## src/valve_io_pkg.sv

```systemverilog
package valve_io_pkg;

  // clock and timing
  localparam int unsigned CLK_HZ        = 10_000_000;
  localparam int unsigned FILTER_MS     = 10;
  localparam int unsigned FILTER_CYCLES = (FILTER_MS * CLK_HZ + 999) / 1000;
  localparam int unsigned WDOG_LED_MS   = 100;
  localparam int unsigned WDOG_CYCLES   = (WDOG_LED_MS * CLK_HZ) / 1000;

  // register byte offsets
  localparam logic [4:0] OFS_OUT_LATCH = 5'h00;
  localparam logic [4:0] OFS_IN_LOW    = 5'h04;
  localparam logic [4:0] OFS_IN_HIGH   = 5'h08;
  localparam logic [4:0] OFS_EXCITE    = 5'h0c;
  localparam logic [4:0] OFS_STATUS    = 5'h10;

  // output latch fields
  localparam int unsigned OUT_CH0     = 0;
  localparam int unsigned OUT_CH1     = 1;
  localparam logic [1:0]  OUT_RESET   = 2'h0;

  // high input byte fields
  localparam int unsigned HI_FIELD9   = 0;
  localparam int unsigned HI_READY0   = 3;
  localparam int unsigned HI_POWER0   = 5;
  localparam int unsigned HI_SEALIN0  = 7;
  localparam int unsigned HI_WIDTH    = 9;

  // status register fields
  localparam int unsigned ST_NMI      = 0;
  localparam int unsigned ST_JUMPER   = 1;

  // filter lane map
  localparam int unsigned F_FIELD     = 0;
  localparam int unsigned F_READY     = 11;
  localparam int unsigned F_POWER     = 13;
  localparam int unsigned F_SEALV     = 15;
  localparam int unsigned F_SWITCH    = 17;
  localparam int unsigned F_EXCITE    = 19;
  localparam int unsigned F_WIDTH     = 22;
  localparam logic [21:0] F_INIT      = 22'h39ffff;

  localparam int unsigned FIELD_COUNT = 11;
  localparam int unsigned LED_COUNT   = 12;

endpackage : valve_io_pkg

```

## src/pulse_reject_filter.sv

```systemverilog
`timescale 1ns/1ps
`default_nettype none

module pulse_reject_filter #(
  parameter int unsigned        WIDTH = 22,
  parameter int unsigned        HOLD  = 100000,
  parameter logic [WIDTH-1:0]   INIT  = '1
) (
  input  wire logic             clk,
  input  wire logic             nrst,
  input  wire logic [WIDTH-1:0] raw,
  output logic      [WIDTH-1:0] clean
);

  localparam int unsigned CW = $clog2(HOLD + 1);

  typedef struct packed {
    logic [WIDTH-1:0]         sync1;
    logic [WIDTH-1:0]         sync2;
    logic [WIDTH-1:0]         sync3;
    logic [WIDTH-1:0]         stable;
    logic [WIDTH-1:0][CW-1:0] cnt;
  } filt_t;

  filt_t filt_reg;
  filt_t filt_next;
  logic  any_full;

  always_comb
  begin
    filt_next    = filt_reg;
    any_full     = 1'b0;
    filt_next.sync1 = raw;
    filt_next.sync2 = filt_reg.sync1;
    filt_next.sync3 = filt_reg.sync2;
    for (int i = 0; i < WIDTH; i++)
    begin
      if (filt_reg.sync2[i] == filt_reg.sync3[i] && filt_reg.sync3[i] != filt_reg.stable[i])
      begin
        if (filt_reg.cnt[i] == CW'(HOLD - 1))
        begin
          filt_next.stable[i] = filt_reg.sync3[i];
          filt_next.cnt[i]    = '0;
          any_full            = 1'b1;
        end
        else
        begin
          filt_next.cnt[i] = filt_reg.cnt[i] + 1'b1;
        end
      end
      else
      begin
        filt_next.cnt[i] = '0;
      end
    end
  end

  always_ff @(posedge clk or negedge nrst)
  begin
    if (!nrst)
    begin
      filt_reg        <= '0;
      filt_reg.sync1  <= INIT;
      filt_reg.sync2  <= INIT;
      filt_reg.sync3  <= INIT;
      filt_reg.stable <= INIT;
    end
    else
    begin
      filt_reg <= filt_next;
    end
  end

  assign clean = filt_reg.stable;
endmodule : pulse_reject_filter

`default_nettype wire

```

## src/valve_io_board_ports.sv

```systemverilog
`timescale 1ns/1ps
`default_nettype none

module valve_io_board_ports #(
  parameter int unsigned FILTER_CYCLES = valve_io_pkg::FILTER_CYCLES,
  parameter int unsigned WDOG_CYCLES   = valve_io_pkg::WDOG_CYCLES
) (
  input  wire logic        clk,
  input  wire logic        nrst,
  input  wire logic [4:0]  address,
  input  wire logic        read,
  input  wire logic        write,
  input  wire logic [3:0]  byteenable,
  input  wire logic [31:0] writedata,
  output logic      [31:0] readdata,
  output logic             waitrequest,
  input  wire logic [10:0] field_input_n,
  input  wire logic        chan0_ready_n,
  input  wire logic        chan1_ready_n,
  input  wire logic        chan0_power_ok_n,
  input  wire logic        chan1_power_ok_n,
  input  wire logic        chan0_sealin_volt_n,
  input  wire logic        chan1_sealin_volt_n,
  input  wire logic        sealin_switch_a,
  input  wire logic        sealin_switch_b,
  input  wire logic        excite_sense_a_n,
  input  wire logic        excite_sense_b_n,
  input  wire logic        excite_sense_c_n,
  input  wire logic        calib_jumper,
  input  wire logic        rx_select_port_a,
  input  wire logic        intercomm_tx_busy,
  input  wire logic        intercomm_rx_busy,
  input  wire logic        watchdog_kick,
  output logic      [1:0]  relay_enable,
  output logic             nmi,
  output logic             serial_port_select_led,
  output logic             tx_led,
  output logic             rx_led,
  output logic             watchdog_kick_led,
  output logic      [1:0]  chan_ready_led,
  output logic      [1:0]  power_led,
  output logic      [1:0]  sealin_led,
  output logic      [1:0]  chan_out_led,
  output logic      [11:0] input_led
);

  localparam int unsigned WCW = $clog2(WDOG_CYCLES + 1);

  typedef struct packed {
    logic            jmp_sync1;
    logic            jmp_sync2;
    logic            jmp_sync3;
    logic            jmp_level;
    logic            ack;
    logic [31:0]     rdata;
    logic [1:0]      latch;
    logic [11:0]     in_led;
    logic [1:0]      rdy_led;
    logic [1:0]      pwr_led;
    logic [1:0]      seal_led;
    logic            sel_led;
    logic            tx_led;
    logic            rx_led;
    logic            wd_led;
    logic [WCW-1:0]  wd_cnt;
    logic            nmi;
  } state_t;

  state_t state_reg;
  state_t state_next;

  logic [valve_io_pkg::F_WIDTH-1:0] raw_in;
  logic [valve_io_pkg::F_WIDTH-1:0] filt;
  logic [10:0]                      field_f;
  logic [1:0]                       ready_f;
  logic [1:0]                       power_f;
  logic [1:0]                       sealv_f;
  logic [1:0]                       switch_f;
  logic [2:0]                       excite_f;
  logic [1:0]                       sealin_n;
  logic [valve_io_pkg::HI_WIDTH-1:0] high_image;
  logic                             req;
  logic                             accept;

  assign raw_in = {excite_sense_c_n, excite_sense_b_n, excite_sense_a_n,
                   sealin_switch_b, sealin_switch_a,
                   chan1_sealin_volt_n, chan0_sealin_volt_n,
                   chan1_power_ok_n, chan0_power_ok_n,
                   chan1_ready_n, chan0_ready_n,
                   field_input_n};

  // every field line through the same filter
  pulse_reject_filter #(
    .WIDTH (valve_io_pkg::F_WIDTH),
    .HOLD  (FILTER_CYCLES),
    .INIT  (valve_io_pkg::F_INIT)
  ) u_filter (
    .clk   (clk),
    .nrst  (nrst),
    .raw   (raw_in),
    .clean (filt)
  );

  assign field_f  = filt[valve_io_pkg::F_FIELD +: 11];
  assign ready_f  = filt[valve_io_pkg::F_READY +: 2];
  assign power_f  = filt[valve_io_pkg::F_POWER +: 2];
  assign sealv_f  = filt[valve_io_pkg::F_SEALV +: 2];
  assign switch_f = filt[valve_io_pkg::F_SWITCH +: 2];
  assign excite_f = filt[valve_io_pkg::F_EXCITE +: 3];

  // seal-in status low when switch on and voltage present
  assign sealin_n = ~(switch_f & ~sealv_f);

  assign high_image = {sealin_n, power_f, ready_f, field_f[10:8]};

  assign req    = read | write;
  assign accept = req & state_reg.ack;

  always_comb
  begin
    state_next        = state_reg;
    state_next.jmp_sync1 = calib_jumper;
    state_next.jmp_sync2 = state_reg.jmp_sync1;
    state_next.jmp_sync3 = state_reg.jmp_sync2;
    if (state_reg.jmp_sync2 == state_reg.jmp_sync3)
    begin
      state_next.jmp_level = state_reg.jmp_sync3;
    end

    state_next.nmi = ~state_reg.jmp_level;

    // one wait cycle then answer
    state_next.ack = req & ~state_reg.ack;

    if (req && !state_reg.ack)
    begin
      case (address)
        valve_io_pkg::OFS_OUT_LATCH:
        begin
          state_next.rdata = {30'h0, state_reg.latch};
        end
        valve_io_pkg::OFS_IN_LOW:
        begin
          state_next.rdata = {24'h0, field_f[7:0]};
        end
        valve_io_pkg::OFS_IN_HIGH:
        begin
          state_next.rdata = {23'h0, high_image};
        end
        valve_io_pkg::OFS_EXCITE:
        begin
          state_next.rdata = {29'h0, excite_f};
        end
        valve_io_pkg::OFS_STATUS:
        begin
          state_next.rdata = {30'h0, state_reg.jmp_level, state_reg.nmi};
        end
        default:
        begin
          state_next.rdata = 32'h0;
        end
      endcase
    end

    if (accept && write && byteenable[0] && address == valve_io_pkg::OFS_OUT_LATCH)
    begin
      state_next.latch = writedata[1:0];
    end

    state_next.in_led = {1'b0, ~field_f};

    // ready LED needs power, output off, coil
    state_next.rdy_led = ~power_f & ~state_reg.latch & ~ready_f;

    state_next.pwr_led = ~power_f;

    state_next.seal_led = ~sealin_n;

    state_next.sel_led = rx_select_port_a;

    state_next.tx_led = intercomm_tx_busy;
    state_next.rx_led = intercomm_rx_busy;

    // watchdog LED stretched after each kick
    if (watchdog_kick)
    begin
      state_next.wd_cnt = WCW'(WDOG_CYCLES);
    end
    else if (state_reg.wd_cnt != '0)
    begin
      state_next.wd_cnt = state_reg.wd_cnt - 1'b1;
    end
    state_next.wd_led = (state_next.wd_cnt != '0);
  end

  always_ff @(posedge clk or negedge nrst)
  begin
    if (!nrst)
    begin
      state_reg        <= '0;
      state_reg.jmp_sync1 <= 1'b1;
      state_reg.jmp_sync2 <= 1'b1;
      state_reg.jmp_sync3 <= 1'b1;
      state_reg.jmp_level <= 1'b1;
      state_reg.latch  <= valve_io_pkg::OUT_RESET;
    end
    else
    begin
      state_reg <= state_next;
    end
  end

  assign waitrequest            = req & ~state_reg.ack;
  assign readdata               = state_reg.rdata;
  assign relay_enable           = state_reg.latch;
  assign chan_out_led           = state_reg.latch;
  assign nmi                    = state_reg.nmi;
  assign serial_port_select_led = state_reg.sel_led;
  assign tx_led                 = state_reg.tx_led;
  assign rx_led                 = state_reg.rx_led;
  assign watchdog_kick_led      = state_reg.wd_led;
  assign chan_ready_led         = state_reg.rdy_led;
  assign power_led              = state_reg.pwr_led;
  assign sealin_led             = state_reg.seal_led;
  assign input_led              = state_reg.in_led;
endmodule : valve_io_board_ports

`default_nettype wire

```

## config.mk

```make
export PLATFORM = sky130hd
export DESIGN_NAME = valve_io_board_ports
export DESIGN_NICKNAME = d
export VERILOG_FILES = /design/src/valve_io_pkg.sv /design/src/pulse_reject_filter.sv /design/src/valve_io_board_ports.sv
export SDC_FILE = /design/constraint.sdc
export NUM_CORES = 1
export LEC_CHECK = 0
export BUFFER_PORTS_ARGS = -buffer_cell sky130_fd_sc_hd__buf_2
export CAP_MARGIN = 0
export CELL_PAD_IN_SITES_DETAIL_PLACEMENT = 0
export CELL_PAD_IN_SITES_GLOBAL_PLACEMENT = 1
export CORE_ASPECT_RATIO = 1.2
export CORE_MARGIN = 1
export CORE_UTILIZATION = 44
export DETAILED_ROUTE_END_ITERATION = 16
export GPL_ROUTABILITY_DRIVEN = 0
export PLACE_DENSITY = 0.8
export RECOVER_POWER = 100
export SYNTH_ARGS = -nofsm -noshare
export SYNTH_HDL_FRONTEND = slang
export SYNTH_SLANG_ARGS = --single-unit
```

## constraint.sdc

```tcl
create_clock -name clk -period 2.05 [get_ports clk]
set_clock_uncertainty 0.05 [all_clocks]
set_input_delay 0.205 -clock clk [delete_from_list [all_inputs] [get_ports clk]]
set_output_delay 0.205 -clock clk [all_outputs]
set_load 0.02 [all_outputs]
```

==> results of run 1 <==
==> layer usage <==
| metal | track usage | vias up | routed length [um] |
|---|---|---|---|
| met4 | 0.05316 | 0 | 1104 |
| met3 | 0.03037 | 69 | 1701 |
| met2 | 0.2851 | 205 | 21860 |
| met1 | 0.2175 | 8019 | 20660 |
| met5 | 0 | - | 0 |
| li1 | - | 8163 | - |
==> layout make-up <==
type | instances | area (um^2)
Sequential cell | 520 | 13120
Clock buffer | 73 | 1524
Fill cell | 4725 | 25440
Multi-Input combinational cell | 1705 | 9991
Antenna cell | 1 | 2.502
Inverter | 54 | 202.7
Timing Repair Buffer | 188 | 1270
Tap cell | 705 | 882.1
Clock inverter | 31 | 407.9
==> kinds of logic after synthesis <==
| logic type | share of synthesized area |
|---|---|
| compound gates | 0.02886 |
| xor+xnor | 0.1244 |
| fa+ha+maj | 0.01308 |
| buf+inv | 0.03693 |
| flops | 0.5530 |
| mux | 0.003060 |
| other cells | 0.0001581 |
| simple gates | 0.2404 |
==> metrics by stage <==
| stage | setup WS, ns | total power (uW) | instances | hold WS, ns |
|---|---|---|---|---|
| 3_3_place_gp | -0.03751 | 11770 | 3130 | 0.09267 |
| 2_1_floorplan | 0.04576 | 11330 | 2386 | -0.1406 |
| 6_report | 0.001436 | 22180 | 3277 | 0.05648 |
| 4_1_cts | 0.009449 | 22530 | 3274 | 0.01369 |
| 3_5_place_dp | -0.08940 | 11810 | 3130 | 0.09105 |
| 5_1_grt | -0.1169 | 23110 | 3277 | 0.04568 |
==> power by group through the flow <==
stage | sequential [uW] | combinational (uW) | clock, uW
final | 10600 | 1100 | 10500
after CTS | 10600 | 1100 | 10800
after global routing | 10600 | 1240 | 11200
after detailed placement | 10800 | 1010 | 0
after floorplan | 10800 | 552 | 0
after global placement | 10800 | 979 | 0
==> final timing paths <==
kind	to	from	slack, ns
max in group asynchronous	input_led[10]	nrst	0.26
setup / recovery	watchdog_kick_led	state_reg[5]	0.001
hold / removal	chan_out_led[0]	byteenable[0]	0.06
min in group asynchronous	u_filter.filt_reg[266]	nrst	0.29
hold reg to reg	u_filter.filt_next[414]	u_filter.filt_next[436]	0.30
setup reg to reg	watchdog_kick_led	state_reg[5]	0.001
==> what timing repair did <==
action	CTS	global route
hold buffers	35	0
endpoints found under the setup margin	2	164
pin swaps	9	6
resized for setup	14	31
endpoints found under the hold margin	489	0
setup buffers	5	2
==> tightest hold or removal path: stages <==
cell and delay (ns):
buf_2 0.10, nand4b_1 0.10, nor2_1 0.06, mux2_2 0.21
==> Yosys cell counts (7+ instances only) <==
cell type,count
xor2_1,233
nand2b_1,22
or2_2,23
dfstp_2,84
or3_1,8
nand2_1,137
nor2_1,532
clkbuf_1,24
and2_1,20
a21oi_1,68
clkbuf_2,9
inv_1,54
and3_1,41
ha_1,24
dfrtp_1,436
o21ai_0,19
nand4_1,95
buf_4,62
and4_1,21
xnor2_1,104
or4b_2,7
buf_2,10
or4_1,7
nor4_1,13
nand3_1,179
nor3_1,54
==> results by group, run 1 <==
Floorplanning
  • Core area: 52840 um^2
  • DIE HEIGHT: 256.3 um
  • Num rows: 92
  • Starting density of the core: 0.4489
  • Num ports: 132
  • DIE AREA: 54840 um^2
  • Die X: 214.0 um

Route
  • Iteration count of the initial detailed-routing pass: 5
  • Routed len/inst: 13.83 um
  • Routed wire length: 45320 um
  • Antenna Nets Post-Route: 0
  • Vias: 16.46k
  • Drt drc: 0
  • Drt first-iter violations: 851
  • Vias/cell: 5.022

Clocking
  • Clock root cell: clkbuf_16
  • Clk Latency, worst-skew pair: 0.62 ns
  • Clock-pin slew on the worst setup and hold paths: 0.06 ns
  • CTS H-tree depth: 2
  • Clk sink count: 520
  • Total CTS buffers: 55
  • CTS tree: done
  • Max Buffers Root-to-Sink: 3

Yosys
  • Synth area leader: dfrtp_1
  • Ys Warns: 0
  • Top post-synthesis cells by area: dfrtp_1 (46%), dfstp_2 (9.3%), xor2_1 (8.6%)
  • Seq cells post-synth: 520
  • EDFF count, synth: 0
  • Mapped Area: 23720 um^2
  • Synth cell types: 61
  • Main synth FF type: dfrtp_1
  • Yosys top cell area share: 0.4600
  • Async S/R FF share, synth: 1.000
  • Post-synthesis sequential area ratio: 0.5530
  • Cells after Synth: 2363
  • Syn Area/Cell: 10.04 um^2

Pwr
  • Clk pwr share: 0.472
  • Net Sw Frac: 0.2268
  • Flop pwr share: 0.478
  • Comb pwr share: 0.050
  • P_leak: 0.01134 uW
  • Psw: 5029 uW
  • VDD IR max: 0.6377 mV
  • PwrDens: 809.4 nW/um^2
  • Power Internal: 17150 uW

Status
  • Status: finished, final reports clean

Finish
  • Largest register FFs: 396
  • Most frequent cells in the layout: nor2_1 (532), dfrtp_1 (435), xor2_1 (233)
  • Nets: 2620
  • Design area: 27400 um^2
  • Most common cell after layout, fill and taps aside: nor2_1
  • Area grow syn2layout: 15.51%
  • Fin util: 0.5186
  • Fraction of layout cells with a size suffix above 1: 0.1233

Global route
  • Pin count of the biggest net entering global routing: 83
  • Total grt overflow: 0
  • Initial antenna violation count: 1
  • Number of global-route vias before repair: 16.67k
  • First-pass GRT wire length: 78520 um
  • Global Route Usage Sum: 0.1681

Worst setup path
  • Worst path most repeated cell: buf_4
  • Reg2Reg Depth: 9
  • Critical path cell sequence: nor4_4, buf_4, buf_4, nand3_2, buf_4, o31ai_2, a21oi_4, nor2_1, nand4_1
  • CP bufs+invs: 3
  • Crit path required time: 2.47 ns
  • CP max stage cell: dfrtp_2
  • CP arrival: 2.47 ns
  • Top delay family on crit path: simple AND/OR/NAND/NOR gates
  • Number of cells on the critical path: 9
  • CP Class: register to register
  • Crit path launch type: register
  • Worst Setup End Kind: register
  • Crit-path max FO: 4
  • Worst path max stage delay: 0.43 ns

Min path
  • Hold path depth: 4
  • Min-delay worst type: input pin to register

Timing
  • Total negative slack: 0 ns
  • Unrepaired setup endpoints after global routing: yes
  • Fin crit share: 0.9993
  • # setup viols final: 0
  • Max_slew headroom: 0.2590
  • Worst-margin pin slew: 1.112 ns
  • Max Clk Rate: 488.1 MHz
  • Post-route minimum period: 2.049 ns
  • Final slew viol count: 0
  • Final Hold Vio Count: 0

Placement
  • DP Area: 25020 um^2
  • HPWL after DPL: 30500 um
  • Number of port buffers: 74

Flow run
  • Max Cap Viol: 0
No activity file was read; power rests on OpenSTA's default activity.
==> run 2: changes to the inputs <==
--- a/config.mk
+++ b/config.mk
@@ -7,14 +7,12 @@
 export LEC_CHECK = 0
 export BUFFER_PORTS_ARGS = -buffer_cell sky130_fd_sc_hd__buf_2
 export CAP_MARGIN = 0
-export CELL_PAD_IN_SITES_DETAIL_PLACEMENT = 0
-export CELL_PAD_IN_SITES_GLOBAL_PLACEMENT = 1
 export CORE_ASPECT_RATIO = 1.2
 export CORE_MARGIN = 1
-export CORE_UTILIZATION = 44
+export CORE_UTILIZATION = 55
 export DETAILED_ROUTE_END_ITERATION = 16
 export GPL_ROUTABILITY_DRIVEN = 0
-export PLACE_DENSITY = 0.8
+export PLACE_DENSITY = 0.79
 export RECOVER_POWER = 100
 export SYNTH_ARGS = -nofsm -noshare
 export SYNTH_HDL_FRONTEND = slang
==> results by group, run 2 (synthesized netlist as in run 1, its figures left out) <==
Status
  • Status: finished with violations
  • Failing checks: negative hold slack, negative setup slack

Clocking
  • Clock root cell: clkbuf_16
  • Clk sink count: 520
  • CTS H-tree depth: 2
  • Clock-pin slew on the worst setup and hold paths: 0.06 ns
  • Clk Latency, worst-skew pair: 0.59 ns
  • Total CTS buffers: 52
  • CTS tree: done
  • Max Buffers Root-to-Sink: 3

Finish
  • Most common cell after layout, fill and taps aside: nor2_1
  • ANT cells: 0
  • Area grow syn2layout: 14.95%
  • Largest register FFs: 396
  • Most frequent cells in the layout: nor2_1 (532), dfrtp_1 (435), xor2_1 (233)
  • Fillers: 3292
  • Fin util: 0.6388
  • Post-Layout Cell Count: 3117
  • Nets: 2617
  • Fraction of layout cells with a size suffix above 1: 0.1493

Route
  • Antenna Nets Post-Route: 0
  • Vias: 16.73k
  • Drt first-iter violations: 871
  • Iteration count of the initial detailed-routing pass: 5
  • Routed wire length: 45230 um
  • Vias/cell: 5.367
  • Drt drc: 0
  • Routed len/inst: 14.51 um

Global route
  • First-pass GRT wire length: 76560 um
  • Number of global-route vias before repair: 16.79k
  • Total grt overflow: 0
  • Pin count of the biggest net entering global routing: 108
  • Global Route Usage Sum: 0.2090
  • Initial antenna violation count: 0

Worst setup path
  • Crit path required time: 2.51 ns
  • Crit path launch type: register
  • CP arrival: 2.55 ns
  • CP Class: register to register
  • Worst Setup End Kind: register
  • Crit-path max FO: 4

Timing
  • Final Hold Vio Count: 1
  • Post-route minimum period: 2.087 ns
  • Max Clk Rate: 479.1 MHz
  • # setup viols final: 1
  • Max_slew headroom: 0.5554
  • Final slew viol count: 0
  • Worst-margin pin slew: 0.6669 ns
  • Fin crit share: 1.018
  • Total negative slack: -0.03711 ns
  • Hold slack: -0.0008485 ns
  • Unrepaired setup endpoints after global routing: yes
  • Setup ws final: -0.03711 ns

Floorplanning
  • Starting density of the core: 0.5557
  • DIE AREA: 43960 um^2
  • Num ports: 132
  • Die X: 191.6 um
  • Core area: 42680 um^2
  • DIE HEIGHT: 229.5 um
  • Num rows: 83

Pwr
  • P_leak: 0.01145 uW
  • VDD IR max: 0.7460 mV
  • PwrDens: 800.9 nW/um^2

Placement
  • Pre-CTS WS: -0.04391 ns
  • Placed cells: 2974
  • Number of port buffers: 74
  • HPWL after DPL: 29900 um

Flow run
  • Max Cap Viol: 0

Min path
  • Min-delay worst type: input pin to register
## run 2: cell count changes in the layout (fill, tap and decap cells not counted), moves of 3 or more
cell	delta
dfstp_1	-37
nor3_1	-3
clkbuf_2	-4
nor3_2	+3
clkinvlp_4	-3
buf_4	+3
dfstp_2	+37
buf_2	+32
clkbuf_1	-33
nand3_2	-3
clkinv_2	-8
clkbuf_8	+12
bufinv_16	-3
buf_12	+4
## run 2: area by class of cell
cell class	count	area, um^2	share of cell area
tap	552	690.7	0.02533
inverter	54	202.7	0.007434
clock buffer	85	1668	0.06117
multi-input combinational	1705	9997	0.3667
timing repair buffer	188	1383	0.05071
clock inverter	13	205.2	0.007526
sequential	520	13120	0.4812
## run 2: worst max-delay path: stages, from the launching register on
cell and delay (ns):
dfrtp_1 0.40, nor4_4 0.36, buf_4 0.20, nand4_1 0.18
or4_4 0.48, a31oi_1 0.21, a21oi_2 0.05, nand4_1 0.08
## run 2: power by group
group	internal, uW	switching (uW)	total, uW
logic	431	690	1120
registers	10500	144	10600
clock network	6180	3920	10100
## run 2: final timing paths
kind,from,cells after the start,slack (ns),end
worst max-delay path,state_reg[8],7,-0.04,watchdog_kick_led
min in group asynchronous,nrst,2,0.03,u_filter.filt_reg[182]
worst min register to register,u_filter.filt_next[432],0,0.29,u_filter.filt_next[410]
worst max register to register,state_reg[8],7,-0.04,watchdog_kick_led
worst min-delay path,write,3,-0.0008,state_reg[77]
max in group asynchronous,nrst,3,1.03,u_filter.filt_reg[180]
## run 2: metrics by stage
step / area [um^2] / hold slack (ns) / power [uW]
after floorplan: 23810 / -0.1406 / 11330
after global placement: 24780 / 0.03769 / 11720
after detailed placement: 24780 / 0.03997 / 11770
after CTS: 27020 / 0.01122 / 21980
after global routing: 27260 / 0.01373 / 22650
final: 27260 / -0.0008485 / 21840
## run 2: layer usage
| layer | up-vias | GRT usage | routed length [um] |
|---|---|---|---|
| li1 | 8143 | - | - |
| met1 | 8251 | 0.2614 | 19410 |
| met2 | 256 | 0.3667 | 23220 |
| met3 | 78 | 0.03509 | 1532 |
| met4 | 0 | 0.06448 | 1072 |
| met5 | - | 0 | 0 |
## run 2: repair_timing
action,in CTS,in global routing
hold buffers,34,0
endpoints found under the setup margin,2,140
setup buffers,0,11
resized for setup,4,45
endpoints found under the hold margin,478,0
pin swaps,2,13
